File: config.mk
export PLATFORM = sky130hd
export DESIGN_NAME = adcirq_flags
export DESIGN_NICKNAME = d
export VERILOG_FILES = /design/src/hdl/adcirq_pkg.sv /design/src/hdl/adcirq_seq_flag.sv /design/src/hdl/adcirq_flags.sv
export SDC_FILE = /design/constraint.sdc
export NUM_CORES = 1
export LEC_CHECK = 0
export BUFFER_PORTS_ARGS = -buffer_cell sky130_fd_sc_hd__clkbuf_2
export CELL_PAD_IN_SITES_DETAIL_PLACEMENT = 0
export CELL_PAD_IN_SITES_GLOBAL_PLACEMENT = 2
export CORE_UTILIZATION = 30
export CTS_CLUSTER_DIAMETER = 200
export CTS_CLUSTER_SIZE = 14
export DETAILED_ROUTE_END_ITERATION = 6
export PLACE_DENSITY = 0.78
export SLEW_MARGIN = 10
export SYNTH_ARGS = -nofsm -noshare
export SYNTH_HDL_FRONTEND = slang
export SYNTH_HIERARCHICAL = 1
export SYNTH_SLANG_ARGS = --single-unit
File: constraint.sdc
create_clock -name pclk -period 2 [get_ports pclk]
set_input_delay 0.3 -clock pclk [delete_from_list [all_inputs] [get_ports pclk]]
set_output_delay 0.3 -clock pclk [all_outputs]
set_load 0.05 [all_outputs]
File: src/hdl/adcirq_pkg.sv
// package: register map, field positions and reset values of the flag block
package adcirq_pkg;
  localparam int unsigned NUM_CH = 12;
  // register byte addresses
  localparam logic [11:0] FLAGS_OFFSET     = 12'h068;
  localparam logic [11:0] IRQ_EN_OFFSET    = 12'h0a0;
  localparam logic [11:0] SEQ_MODE_OFFSET  = 12'h0a4;
  localparam logic [11:0] THR_EN_OFFSET    = 12'h0a8;
  localparam logic [11:0] IRQ_OUT_OFFSET   = 12'h0ac;
  // flag register fields
  localparam int unsigned THR_FLAG_LSB     = 0;
  localparam int unsigned OVR_LSB          = 12;
  localparam int unsigned SEQ_A_OVR_BIT    = 24;
  localparam int unsigned SEQ_B_OVR_BIT    = 25;
  localparam int unsigned SEQ_A_FLAG_BIT   = 28;
  localparam int unsigned SEQ_B_FLAG_BIT   = 29;
  localparam int unsigned THR_SUM_BIT      = 30;
  localparam int unsigned OVR_SUM_BIT      = 31;
  // irq enable register fields
  localparam int unsigned EN_SEQA_BIT      = 0;
  localparam int unsigned EN_SEQB_BIT      = 1;
  localparam int unsigned EN_OVR_BIT       = 2;
  // mode register fields: 0 per conversion, 1 end of sequence
  localparam int unsigned MODE_A_BIT       = 0;
  localparam int unsigned MODE_B_BIT       = 1;
  // reset values
  localparam logic [31:0] FLAGS_RESET      = 32'h0000_0000;
  localparam logic [2:0]  IRQ_EN_RESET     = 3'h0;
  localparam logic [1:0]  SEQ_MODE_RESET   = 2'h0;
  localparam logic [23:0] THR_EN_RESET     = 24'h00_0000;
endpackage : adcirq_pkg

File: src/hdl/adcirq_seq_flag.sv
// one sequence event flag with its two reporting modes
`timescale 1ns/1ps
module adcirq_seq_flag (
  // clock and reset
  input  wire logic pclk,
  input  wire logic presetn,
  // mode and events
  input  wire logic eos_mode,
  input  wire logic result_valid_bit,
  input  wire logic seq_done,
  input  wire logic w1c,
  // flag
  output logic      flag
);
  logic sticky;

  // end-of-sequence latch: a completion in the clearing cycle wins
  always_ff @(posedge pclk or negedge presetn) begin
    if (!presetn) begin
      sticky <= 1'b0;
    end else if (seq_done) begin
      sticky <= 1'b1;
    end else if (w1c) begin
      sticky <= 1'b0;
    end
  end

  // per-conversion mode mirrors the valid bit, cleared by the result read
  assign flag = eos_mode ? sticky : result_valid_bit;

  seq_set_wins_a: assert property (
    @(posedge pclk) disable iff (!presetn)
    seq_done |=> sticky)
    else $error("completion lost against clear");
  seq_w1c_a: assert property (
    @(posedge pclk) disable iff (!presetn)
    w1c && !seq_done && sticky |=> !sticky)
    else $error("write one did not clear sequence flag");
endmodule : adcirq_seq_flag

File: src/hdl/adcirq_flags.sv
// converter event flag register, summary flags, irq and dma request outputs
`timescale 1ns/1ps
module adcirq_flags #(
  parameter int unsigned NCH = adcirq_pkg::NUM_CH
) (
  // apb slave
  input  wire logic        pclk,
  input  wire logic        presetn,
  input  wire logic        psel,
  input  wire logic        penable,
  input  wire logic        pwrite,
  input  wire logic [11:0] paddr,
  input  wire logic [31:0] pwdata,
  output logic      [31:0] prdata,
  output logic             pready,
  output logic             pslverr,
  // converter status, same clock domain
  input  wire logic [NCH-1:0] ch_out_of_range,
  input  wire logic [NCH-1:0] ch_crossing,
  input  wire logic [NCH-1:0] ch_overrun,
  input  wire logic        seq_a_valid,
  input  wire logic        seq_b_valid,
  input  wire logic        seq_a_overrun,
  input  wire logic        seq_b_overrun,
  input  wire logic        seq_a_done,
  input  wire logic        seq_b_done,
  // requests
  output logic             seq_a_event_flag,
  output logic             seq_b_event_flag,
  output logic             threshold_summary_flag,
  output logic             overrun_summary_flag,
  output logic             seq_a_dma_req,
  output logic             seq_b_dma_req,
  output logic             seq_a_irq,
  output logic             seq_b_irq,
  output logic             threshold_irq,
  output logic             overrun_irq
);
  logic [NCH-1:0]   channel_threshold_flag;
  logic [2:0]       irq_enable_reg;
  logic [1:0]       seq_mode;
  logic [2*NCH-1:0] thr_enable;
  logic [31:0]      flags_word;
  logic [31:0]      next_prdata;
  logic             wr_en;
  logic             rd_en;
  logic             w1c_flags;
  logic             mapped;

  function automatic logic hit(input logic [11:0] a, input logic [11:0] o);
    hit = (a[11:2] == o[11:2]);
  endfunction : hit

  assign wr_en     = psel && penable && pwrite;
  assign rd_en     = psel && penable && !pwrite;
  assign w1c_flags = wr_en && hit(paddr, adcirq_pkg::FLAGS_OFFSET);
  assign mapped    = hit(paddr, adcirq_pkg::FLAGS_OFFSET)
                  || hit(paddr, adcirq_pkg::IRQ_EN_OFFSET)
                  || hit(paddr, adcirq_pkg::SEQ_MODE_OFFSET)
                  || hit(paddr, adcirq_pkg::THR_EN_OFFSET)
                  || hit(paddr, adcirq_pkg::IRQ_OUT_OFFSET);
  assign pready    = 1'b1;
  assign pslverr   = psel && penable && !mapped;

  // control registers
  always_ff @(posedge pclk or negedge presetn) begin
    if (!presetn) begin
      irq_enable_reg <= adcirq_pkg::IRQ_EN_RESET;
      seq_mode       <= adcirq_pkg::SEQ_MODE_RESET;
      thr_enable     <= adcirq_pkg::THR_EN_RESET[2*NCH-1:0];
    end else if (wr_en) begin
      if (hit(paddr, adcirq_pkg::IRQ_EN_OFFSET)) begin
        irq_enable_reg <= pwdata[2:0];
      end else if (hit(paddr, adcirq_pkg::SEQ_MODE_OFFSET)) begin
        seq_mode <= pwdata[1:0];
      end else if (hit(paddr, adcirq_pkg::THR_EN_OFFSET)) begin
        thr_enable <= pwdata[2*NCH-1:0];
      end
    end
  end

  // channel threshold flags: enabled event sets, write one clears
  genvar g;
  generate
    for (g = 0; g < NCH; g++) begin : g_thr
      logic ev;
      assign ev = (ch_out_of_range[g] && thr_enable[2*g])
               || (ch_crossing[g] && thr_enable[2*g+1]);
      always_ff @(posedge pclk or negedge presetn) begin
        if (!presetn) begin
          channel_threshold_flag[g] <= 1'b0;
        end else if (ev) begin
          channel_threshold_flag[g] <= 1'b1;
        end else if (w1c_flags && pwdata[adcirq_pkg::THR_FLAG_LSB+g]) begin
          channel_threshold_flag[g] <= 1'b0;
        end
      end
    end
  endgenerate

  adcirq_seq_flag u_seq_a (
    .pclk             (pclk),
    .presetn          (presetn),
    .eos_mode         (seq_mode[adcirq_pkg::MODE_A_BIT]),
    .result_valid_bit (seq_a_valid),
    .seq_done         (seq_a_done),
    .w1c              (w1c_flags && pwdata[adcirq_pkg::SEQ_A_FLAG_BIT]),
    .flag             (seq_a_event_flag)
  );
  adcirq_seq_flag u_seq_b (
    .pclk             (pclk),
    .presetn          (presetn),
    .eos_mode         (seq_mode[adcirq_pkg::MODE_B_BIT]),
    .result_valid_bit (seq_b_valid),
    .seq_done         (seq_b_done),
    .w1c              (w1c_flags && pwdata[adcirq_pkg::SEQ_B_FLAG_BIT]),
    .flag             (seq_b_event_flag)
  );

  // summaries are pure functions of their sources (plus the mode bits for overrun), so writes reach them only through those sources and the mode register
  assign threshold_summary_flag = |channel_threshold_flag;
  assign overrun_summary_flag = (|ch_overrun)
    || (seq_a_overrun && !seq_mode[adcirq_pkg::MODE_A_BIT])
    || (seq_b_overrun && !seq_mode[adcirq_pkg::MODE_B_BIT]);

  assign seq_a_dma_req = seq_a_event_flag;
  assign seq_b_dma_req = seq_b_event_flag;
  assign seq_a_irq = seq_a_event_flag
                  && irq_enable_reg[adcirq_pkg::EN_SEQA_BIT];
  assign seq_b_irq = seq_b_event_flag
                  && irq_enable_reg[adcirq_pkg::EN_SEQB_BIT];
  // per-kind enables already gate the threshold path
  assign threshold_irq = threshold_summary_flag;
  assign overrun_irq   = overrun_summary_flag
                      && irq_enable_reg[adcirq_pkg::EN_OVR_BIT];

  always_comb begin
    flags_word = adcirq_pkg::FLAGS_RESET;
    flags_word[adcirq_pkg::THR_FLAG_LSB +: NCH] = channel_threshold_flag;
    flags_word[adcirq_pkg::OVR_LSB +: NCH]   = ch_overrun;
    flags_word[adcirq_pkg::SEQ_A_OVR_BIT]    = seq_a_overrun;
    flags_word[adcirq_pkg::SEQ_B_OVR_BIT]    = seq_b_overrun;
    flags_word[adcirq_pkg::SEQ_A_FLAG_BIT]   = seq_a_event_flag;
    flags_word[adcirq_pkg::SEQ_B_FLAG_BIT]   = seq_b_event_flag;
    flags_word[adcirq_pkg::THR_SUM_BIT]      = threshold_summary_flag;
    flags_word[adcirq_pkg::OVR_SUM_BIT]      = overrun_summary_flag;
  end

  always_comb begin
    next_prdata = 32'h0000_0000;
    if (hit(paddr, adcirq_pkg::FLAGS_OFFSET)) begin
      next_prdata = flags_word;
    end else if (hit(paddr, adcirq_pkg::IRQ_EN_OFFSET)) begin
      next_prdata[2:0] = irq_enable_reg;
    end else if (hit(paddr, adcirq_pkg::SEQ_MODE_OFFSET)) begin
      next_prdata[1:0] = seq_mode;
    end else if (hit(paddr, adcirq_pkg::THR_EN_OFFSET)) begin
      next_prdata[2*NCH-1:0] = thr_enable;
    end else if (hit(paddr, adcirq_pkg::IRQ_OUT_OFFSET)) begin
      next_prdata[3:0] = {overrun_irq, threshold_irq, seq_b_irq, seq_a_irq};
    end
  end

  // read data captured in the setup cycle so the access phase sees a flop
  always_ff @(posedge pclk or negedge presetn) begin
    if (!presetn) begin
      prdata <= 32'h0000_0000;
    end else if (psel && !penable && !pwrite) begin
      prdata <= next_prdata;
    end
  end

  // channel threshold flags, checked on channel 0, and the threshold summary over all channels
  thr_sum_a: assert property (
    @(posedge pclk) disable iff (!presetn)
    threshold_summary_flag == (channel_threshold_flag != '0))
    else $error("threshold summary mismatch");
  thr_w1c_a: assert property (
    @(posedge pclk) disable iff (!presetn)
    (w1c_flags && pwdata[adcirq_pkg::THR_FLAG_LSB] && !g_thr[0].ev)
    |=> !channel_threshold_flag[0])
    else $error("channel 0 threshold not cleared");
  thr_hold_a: assert property (
    @(posedge pclk) disable iff (!presetn)
    channel_threshold_flag[0]
    && !(w1c_flags && pwdata[adcirq_pkg::THR_FLAG_LSB])
    |=> channel_threshold_flag[0])
    else $error("threshold flag dropped without write one");
  thr_enable_a: assert property (
    @(posedge pclk) disable iff (!presetn)
    !channel_threshold_flag[0] && ch_out_of_range[0] && thr_enable[0]
    |=> channel_threshold_flag[0])
    else $error("enabled out of range event missed");
  thr_cross_a: assert property (
    @(posedge pclk) disable iff (!presetn)
    !channel_threshold_flag[0] && ch_crossing[0] && thr_enable[1]
    |=> channel_threshold_flag[0])
    else $error("enabled crossing event missed");
  thr_masked_a: assert property (
    @(posedge pclk) disable iff (!presetn)
    !channel_threshold_flag[0]
    && !(ch_out_of_range[0] && thr_enable[0])
    && !(ch_crossing[0] && thr_enable[1])
    |=> !channel_threshold_flag[0])
    else $error("threshold flag set without enabled event");
  thr_set_wins_a: assert property (
    @(posedge pclk) disable iff (!presetn)
    g_thr[0].ev |=> channel_threshold_flag[0])
    else $error("threshold event lost against clear");
  thr_drop_a: assert property (
    @(posedge pclk) disable iff (!presetn)
    $fell(threshold_summary_flag) |-> $past(w1c_flags))
    else $error("threshold summary dropped without write one");
  sum_write_a: assert property (
    @(posedge pclk) disable iff (!presetn)
    w1c_flags && (pwdata[adcirq_pkg::THR_FLAG_LSB +: NCH] == '0)
    && threshold_summary_flag |=> threshold_summary_flag)
    else $error("summary write cleared threshold summary");

  // overrun summary
  ovr_seq_a: assert property (
    @(posedge pclk) disable iff (!presetn)
    seq_a_overrun && !seq_mode[0] |-> overrun_summary_flag)
    else $error("sequence overrun not summarised");
  ovr_seq_b_a: assert property (
    @(posedge pclk) disable iff (!presetn)
    seq_b_overrun && !seq_mode[1] |-> overrun_summary_flag)
    else $error("sequence b overrun not summarised");
  ovr_chan_a: assert property (
    @(posedge pclk) disable iff (!presetn)
    ch_overrun != '0 |-> overrun_summary_flag)
    else $error("channel overrun not summarised");
  ovr_clear_a: assert property (
    @(posedge pclk) disable iff (!presetn)
    ch_overrun == '0
    && !(seq_a_overrun && !seq_mode[adcirq_pkg::MODE_A_BIT])
    && !(seq_b_overrun && !seq_mode[adcirq_pkg::MODE_B_BIT])
    |-> !overrun_summary_flag)
    else $error("overrun summary stuck without source");
  ovr_gate_a: assert property (
    @(posedge pclk) disable iff (!presetn)
    overrun_irq == (overrun_summary_flag
                    && irq_enable_reg[adcirq_pkg::EN_OVR_BIT]))
    else $error("overrun irq not gated by enable");

  // request outputs
  irq_gate_a: assert property (
    @(posedge pclk) disable iff (!presetn)
    seq_a_irq |-> irq_enable_reg[0] && seq_a_dma_req)
    else $error("sequence irq without enable");
  irq_b_gate_a: assert property (
    @(posedge pclk) disable iff (!presetn)
    seq_b_irq == (seq_b_event_flag && irq_enable_reg[1]))
    else $error("sequence b irq not gated by enable");
  dma_pair_a: assert property (
    @(posedge pclk) disable iff (!presetn)
    seq_a_dma_req == seq_a_event_flag
    && seq_b_dma_req == seq_b_event_flag)
    else $error("dma request differs from sequence flag");

  // sequence flags in both reporting modes
  mirror_a: assert property (
    @(posedge pclk) disable iff (!presetn)
    !seq_mode[0] |-> seq_a_event_flag == seq_a_valid)
    else $error("per conversion flag not mirroring");
  mirror_b_a: assert property (
    @(posedge pclk) disable iff (!presetn)
    !seq_mode[1] |-> seq_b_event_flag == seq_b_valid)
    else $error("per conversion b flag not mirroring");
  seq_a_eos_a: assert property (
    @(posedge pclk) disable iff (!presetn)
    seq_a_done |=> !seq_mode[0] || seq_a_event_flag)
    else $error("sequence a completion not flagged");
  seq_b_eos_a: assert property (
    @(posedge pclk) disable iff (!presetn)
    seq_b_done |=> !seq_mode[1] || seq_b_event_flag)
    else $error("sequence b completion not flagged");
  seq_a_hold_a: assert property (
    @(posedge pclk) disable iff (!presetn)
    seq_mode[0] && seq_a_event_flag
    && !(w1c_flags && pwdata[adcirq_pkg::SEQ_A_FLAG_BIT])
    |=> !seq_mode[0] || seq_a_event_flag)
    else $error("sequence a flag dropped without write one");
  seq_b_hold_a: assert property (
    @(posedge pclk) disable iff (!presetn)
    seq_mode[1] && seq_b_event_flag
    && !(w1c_flags && pwdata[adcirq_pkg::SEQ_B_FLAG_BIT])
    |=> !seq_mode[1] || seq_b_event_flag)
    else $error("sequence b flag dropped without write one");
  seq_a_clear_a: assert property (
    @(posedge pclk) disable iff (!presetn)
    seq_mode[0] && w1c_flags && !seq_a_done
    && pwdata[adcirq_pkg::SEQ_A_FLAG_BIT]
    |=> !seq_mode[0] || !seq_a_event_flag)
    else $error("sequence a flag not cleared by write one");
  seq_b_clear_a: assert property (
    @(posedge pclk) disable iff (!presetn)
    seq_mode[1] && w1c_flags && !seq_b_done
    && pwdata[adcirq_pkg::SEQ_B_FLAG_BIT]
    |=> !seq_mode[1] || !seq_b_event_flag)
    else $error("sequence b flag not cleared by write one");

  // register bus
  rd_hold_a: assert property (
    @(posedge pclk) disable iff (!presetn)
    rd_en |=> $stable(prdata))
    else $error("read data changed at end of access");
  rd_flags_a: assert property (
    @(posedge pclk) disable iff (!presetn)
    psel && !penable && !pwrite && hit(paddr, adcirq_pkg::FLAGS_OFFSET)
    |=> prdata[adcirq_pkg::OVR_LSB +: NCH] == $past(ch_overrun))
    else $error("read of overrun mirror bits wrong");
  ctrl_hold_a: assert property (
    @(posedge pclk) disable iff (!presetn)
    !wr_en |=> $stable(irq_enable_reg) && $stable(seq_mode)
    && $stable(thr_enable))
    else $error("control register changed without write");
endmodule : adcirq_flags

==> metrics.md <==
| Metric | Value |
|---|---|
| Initial Util | 31.3% |
| Initial antenna violation count | 0 |
| Non-filler instance count after layout | 575 |
| Setup TNS | 0 ps |
| Grt total ovfl | 0 |
| Global Route Usage Sum | 17.8% |
| Top cells by area, synth | dfrtp_1, mux2_4, nand2_1, a22oi_1, a221o_1 |
| Clock Latency Late Sink | 320 ps |
| Drt pass-1 iters | 5 |
| Sequential area share after synthesis | 52.6% |
| Largest registers | prdata (30), thr_enable (24), channel_threshold_flag (12) |
| Max cap viols | 0 |
| Mapped Cells | 293 |
| Clock Path Buffers | 2 |
| Top Family by Delay on Critical Path | simple AND/OR/NAND/NOR gates |
| Area leader, netlist | dfrtp_1 |
| Minimum clock period | 1910 ps |
| Layout filler cell count | 1096 |
| RePlAce Congestion | 0.824 |
| Unrepaired setup endpoints after global routing | false |
| Final hold violations | 0 |
| WS Path Type | flip-flop to output pin |
| Number of flops mapped to enable cells by yosys | 0 |
| Final Net Count | 522 |
| Synth unique cells | 42 |
| Root Driver | clkbuf_16 |
| Async set-reset flop share out of synthesis | 100% |
| Worst IR drop on VDD | 0.000426 V |
| I/O Pins | 135 |
| DIE WIDTH | 110 µm |
| Final routed DRC violation total | 0 |
| CTS tree | yes |
| Yosys Warn Count | 6 |
| Routed len/inst | 17.2 µm |
| Vias in the first global route | 2967 |
| CP Cell Sequence | nor4_1 > nand3_1 > clkbuf_2 |
| Max Slew Vio Count | 0 |
| Share of cells above drive strength 1 | 46.2% |
| Crit-path max cell delay | 420 ps |
| Area growth, synth to finish | 35.5% |
| Max Fclk | 522 MHz |
| Prevailing post-synth register cell | dfrtp_1 |
| Pwr Density | 754 nW/µm² |
| Core area | 11100 µm² |
| Max reg flops | 30 |
| DIE HEIGHT | 110 µm |
| H-tree levels | 3 |
| Required @ worst endpoint | 1700 ps |
| Placed Cells | 557 |
| Startpoint class of the critical path | flip-flop |
| Yosys reg bits | 73 |
| Post-DP HPWL | 7.45 mm |
| Largest net degree at the start of global routing | 39 |
| Clock Skews | 6.82 ps |
| Final Routed Wirelength | 9.90 mm |
| Crit path buffers/inverters | 1 |
| Antenna cells | 0 |
| Synth Cell Area | 3470 µm² |
| Slew @ Worst Pin | 510 ps |
| Clock sinks | 73 |
| Hold Crit Class | input port to flip-flop |
| Largest reg by FF count | prdata |
| Die Area | 12000 µm² |
| Slew headroom | 66.0% |
| Top-area cell type share of the netlist area | 52.6% |
| Slowest CP cell | dfrtp_1 |
| Number of port buffers | 123 |
| Period utilisation layout | 95.7% |
| Static Leak | 2.56 nW |
| Mapped Avg Cell Area | 11.9 µm² |
| Cts bufs inserted | 9 |
| Post-Route Utilization | 42.5% |
| Outcome | complete, no violations |
| Antenna Violating Nets Remaining | 0 |
| # rows | 38 |
| Via count | 2799 |
| Crit. End Element | output pin |
| Global-route wire length before repair | 15.7 mm |
| Crit-path max FO | 4 |
| Clock slew at reported path FFs | 60 ps |
| Drt via density | 4.87 |
| DRT iter0 DRCs | 124 |
| Arrival @ worst endpoint | 1610 ps |
| Final setup violation count | 0 |
-- cells in the final DEF, fill, tap and decap left out, types with 2 or more instances in the layout --
master / Yosys / layout
buf_4: 8 / 15
and2_1: 6 / 4
a21boi_0: 4 / 4
mux2_1: 4 / 4
dfrtp_1: 73 / 73
a21oi_1: 6 / 6
a22o_1: 6 / 6
buf_6: 4 / 2
o21ai_0: 4 / 4
buf_12: 0 / 4
a21boi_1: 7 / 7
nor4_1: 6 / 6
nor3_2: 2 / 2
a221o_1: 12 / 12
nor2_1: 8 / 8
or4b_4: 2 / 2
nand3_1: 5 / 5
buf_8: 0 / 2
a21o_1: 3 / 3
nand2_1: 49 / 49
and2_4: 0 / 2
clkbuf_2: 0 / 120
inv_1: 8 / 7
a22oi_1: 21 / 20
nor2_2: 2 / 2
mux2_4: 27 / 27
bufinv_16: 0 / 2
clkbuf_16: 0 / 9
conb_1: 2 / 3
-- worst register-to-register path: cells and delay by family (launching register included) --
family / cells / cell delay, ps
compound gates: 1 / 310
flops: 1 / 410
mux: 2 / 810
simple gates: 2 / 230
-- synth_stat cells, types with 2 or more instances --
| cell | n |
|---|---|
| or4b_4 | 2 |
| nand2_1 | 49 |
| nor2_1 | 8 |
| nor3_2 | 2 |
| mux2_4 | 27 |
| a221o_1 | 12 |
| a21oi_1 | 6 |
| mux2_1 | 4 |
| a21o_1 | 3 |
| o21ai_0 | 4 |
| buf_4 | 8 |
| nor2_2 | 2 |
| a22oi_1 | 21 |
| and2_1 | 6 |
| nand3_1 | 5 |
| dfrtp_1 | 73 |
| clkbuf_1 | 3 |
| buf_6 | 4 |
| conb_1 | 2 |
| inv_1 | 8 |
| nor4_1 | 6 |
| nand2b_1 | 2 |
| buf_2 | 3 |
| a21boi_1 | 7 |
| a21boi_0 | 4 |
| a22o_1 | 6 |
-- cell families after synthesis --
group	Yosys count	synth area share, %
AND/OR/NAND/NOR	92	13.8
flip-flops	73	52.6
AO/OA/AOI/OAI	68	15.1
multiplexers	32	13.6
buffers and inverters	26	4.65
other	2	0.216
-- power breakdown --
part / internal (W) / total (W) / switching, W
Sequential: 0.00151 / 0.00154 / 0.0000319
Clock: 0.00108 / 0.00168 / 0.000593
Combinational: 0.000135 / 0.000325 / 0.000190
Total: 0.00273 / 0.00355 / 0.000815
-- routing by layer --
metal	share of wire [%]	vias up	global-route usage, %
met5	0	-	0
met4	1.2	0	4.76
met3	6.4	9	4.68
met2	46	93	27.6
met1	47	1368	24.6
li1	-	1329	-
-- final cells by class --
cell class	count	area (µm²)	share of cell area (%)
Clock buffer	10	229	4.87
Timing Repair Buffer	144	856	18.2
Sequential cell	73	1830	38.8
Inverter	8	30.0	0.638
Tap cell	140	175	3.72
Multi-Input combinational cell	195	1510	32.0
Clock inverter	5	81.3	1.73
-- worst paths after layout --
path                                       startpoint  slack, ps  depth (start not counted)                      to
hold reg to reg                            prdata[18]        470                          2              prdata[18]
max in group asynchronous                     presetn        920                          3           thr_enable[7]
setup / recovery           channel_threshold_flag[10]         90                          3  threshold_summary_flag
setup reg to reg                          seq_mode[0]        130                          5               prdata[0]
hold / removal                             seq_a_done        150                          2          u_seq_a/sticky
min in group asynchronous                     presetn        490                          2          u_seq_b/sticky
-- metrics by stage --
| stage | setup slack (ps) | hold WS [ps] | power [W] | cell area [µm²] |
|---|---|---|---|---|
| floorplan | 74.7 | 4.41 | 0.00171 | 3480 |
| global placement | -20.4 | 295 | 0.00189 | 4330 |
| detailed placement | -33.3 | 311 | 0.00189 | 4330 |
| CTS | 6.69 | 137 | 0.00360 | 4680 |
| global route | 13.7 | 151 | 0.00369 | 4700 |
| finish | 85.6 | 151 | 0.00355 | 4700 |
-- timing repair --
item                                    in CTS  in global routing
buffers inserted                             1                  1
endpoints found under the setup margin       2                  3
hold buffers                                 1                  0
endpoints found under the hold margin       35                  0
pin swaps                                    1                  2
gates resized for setup                      5                  6
Power figures use the tool's default switching activity.
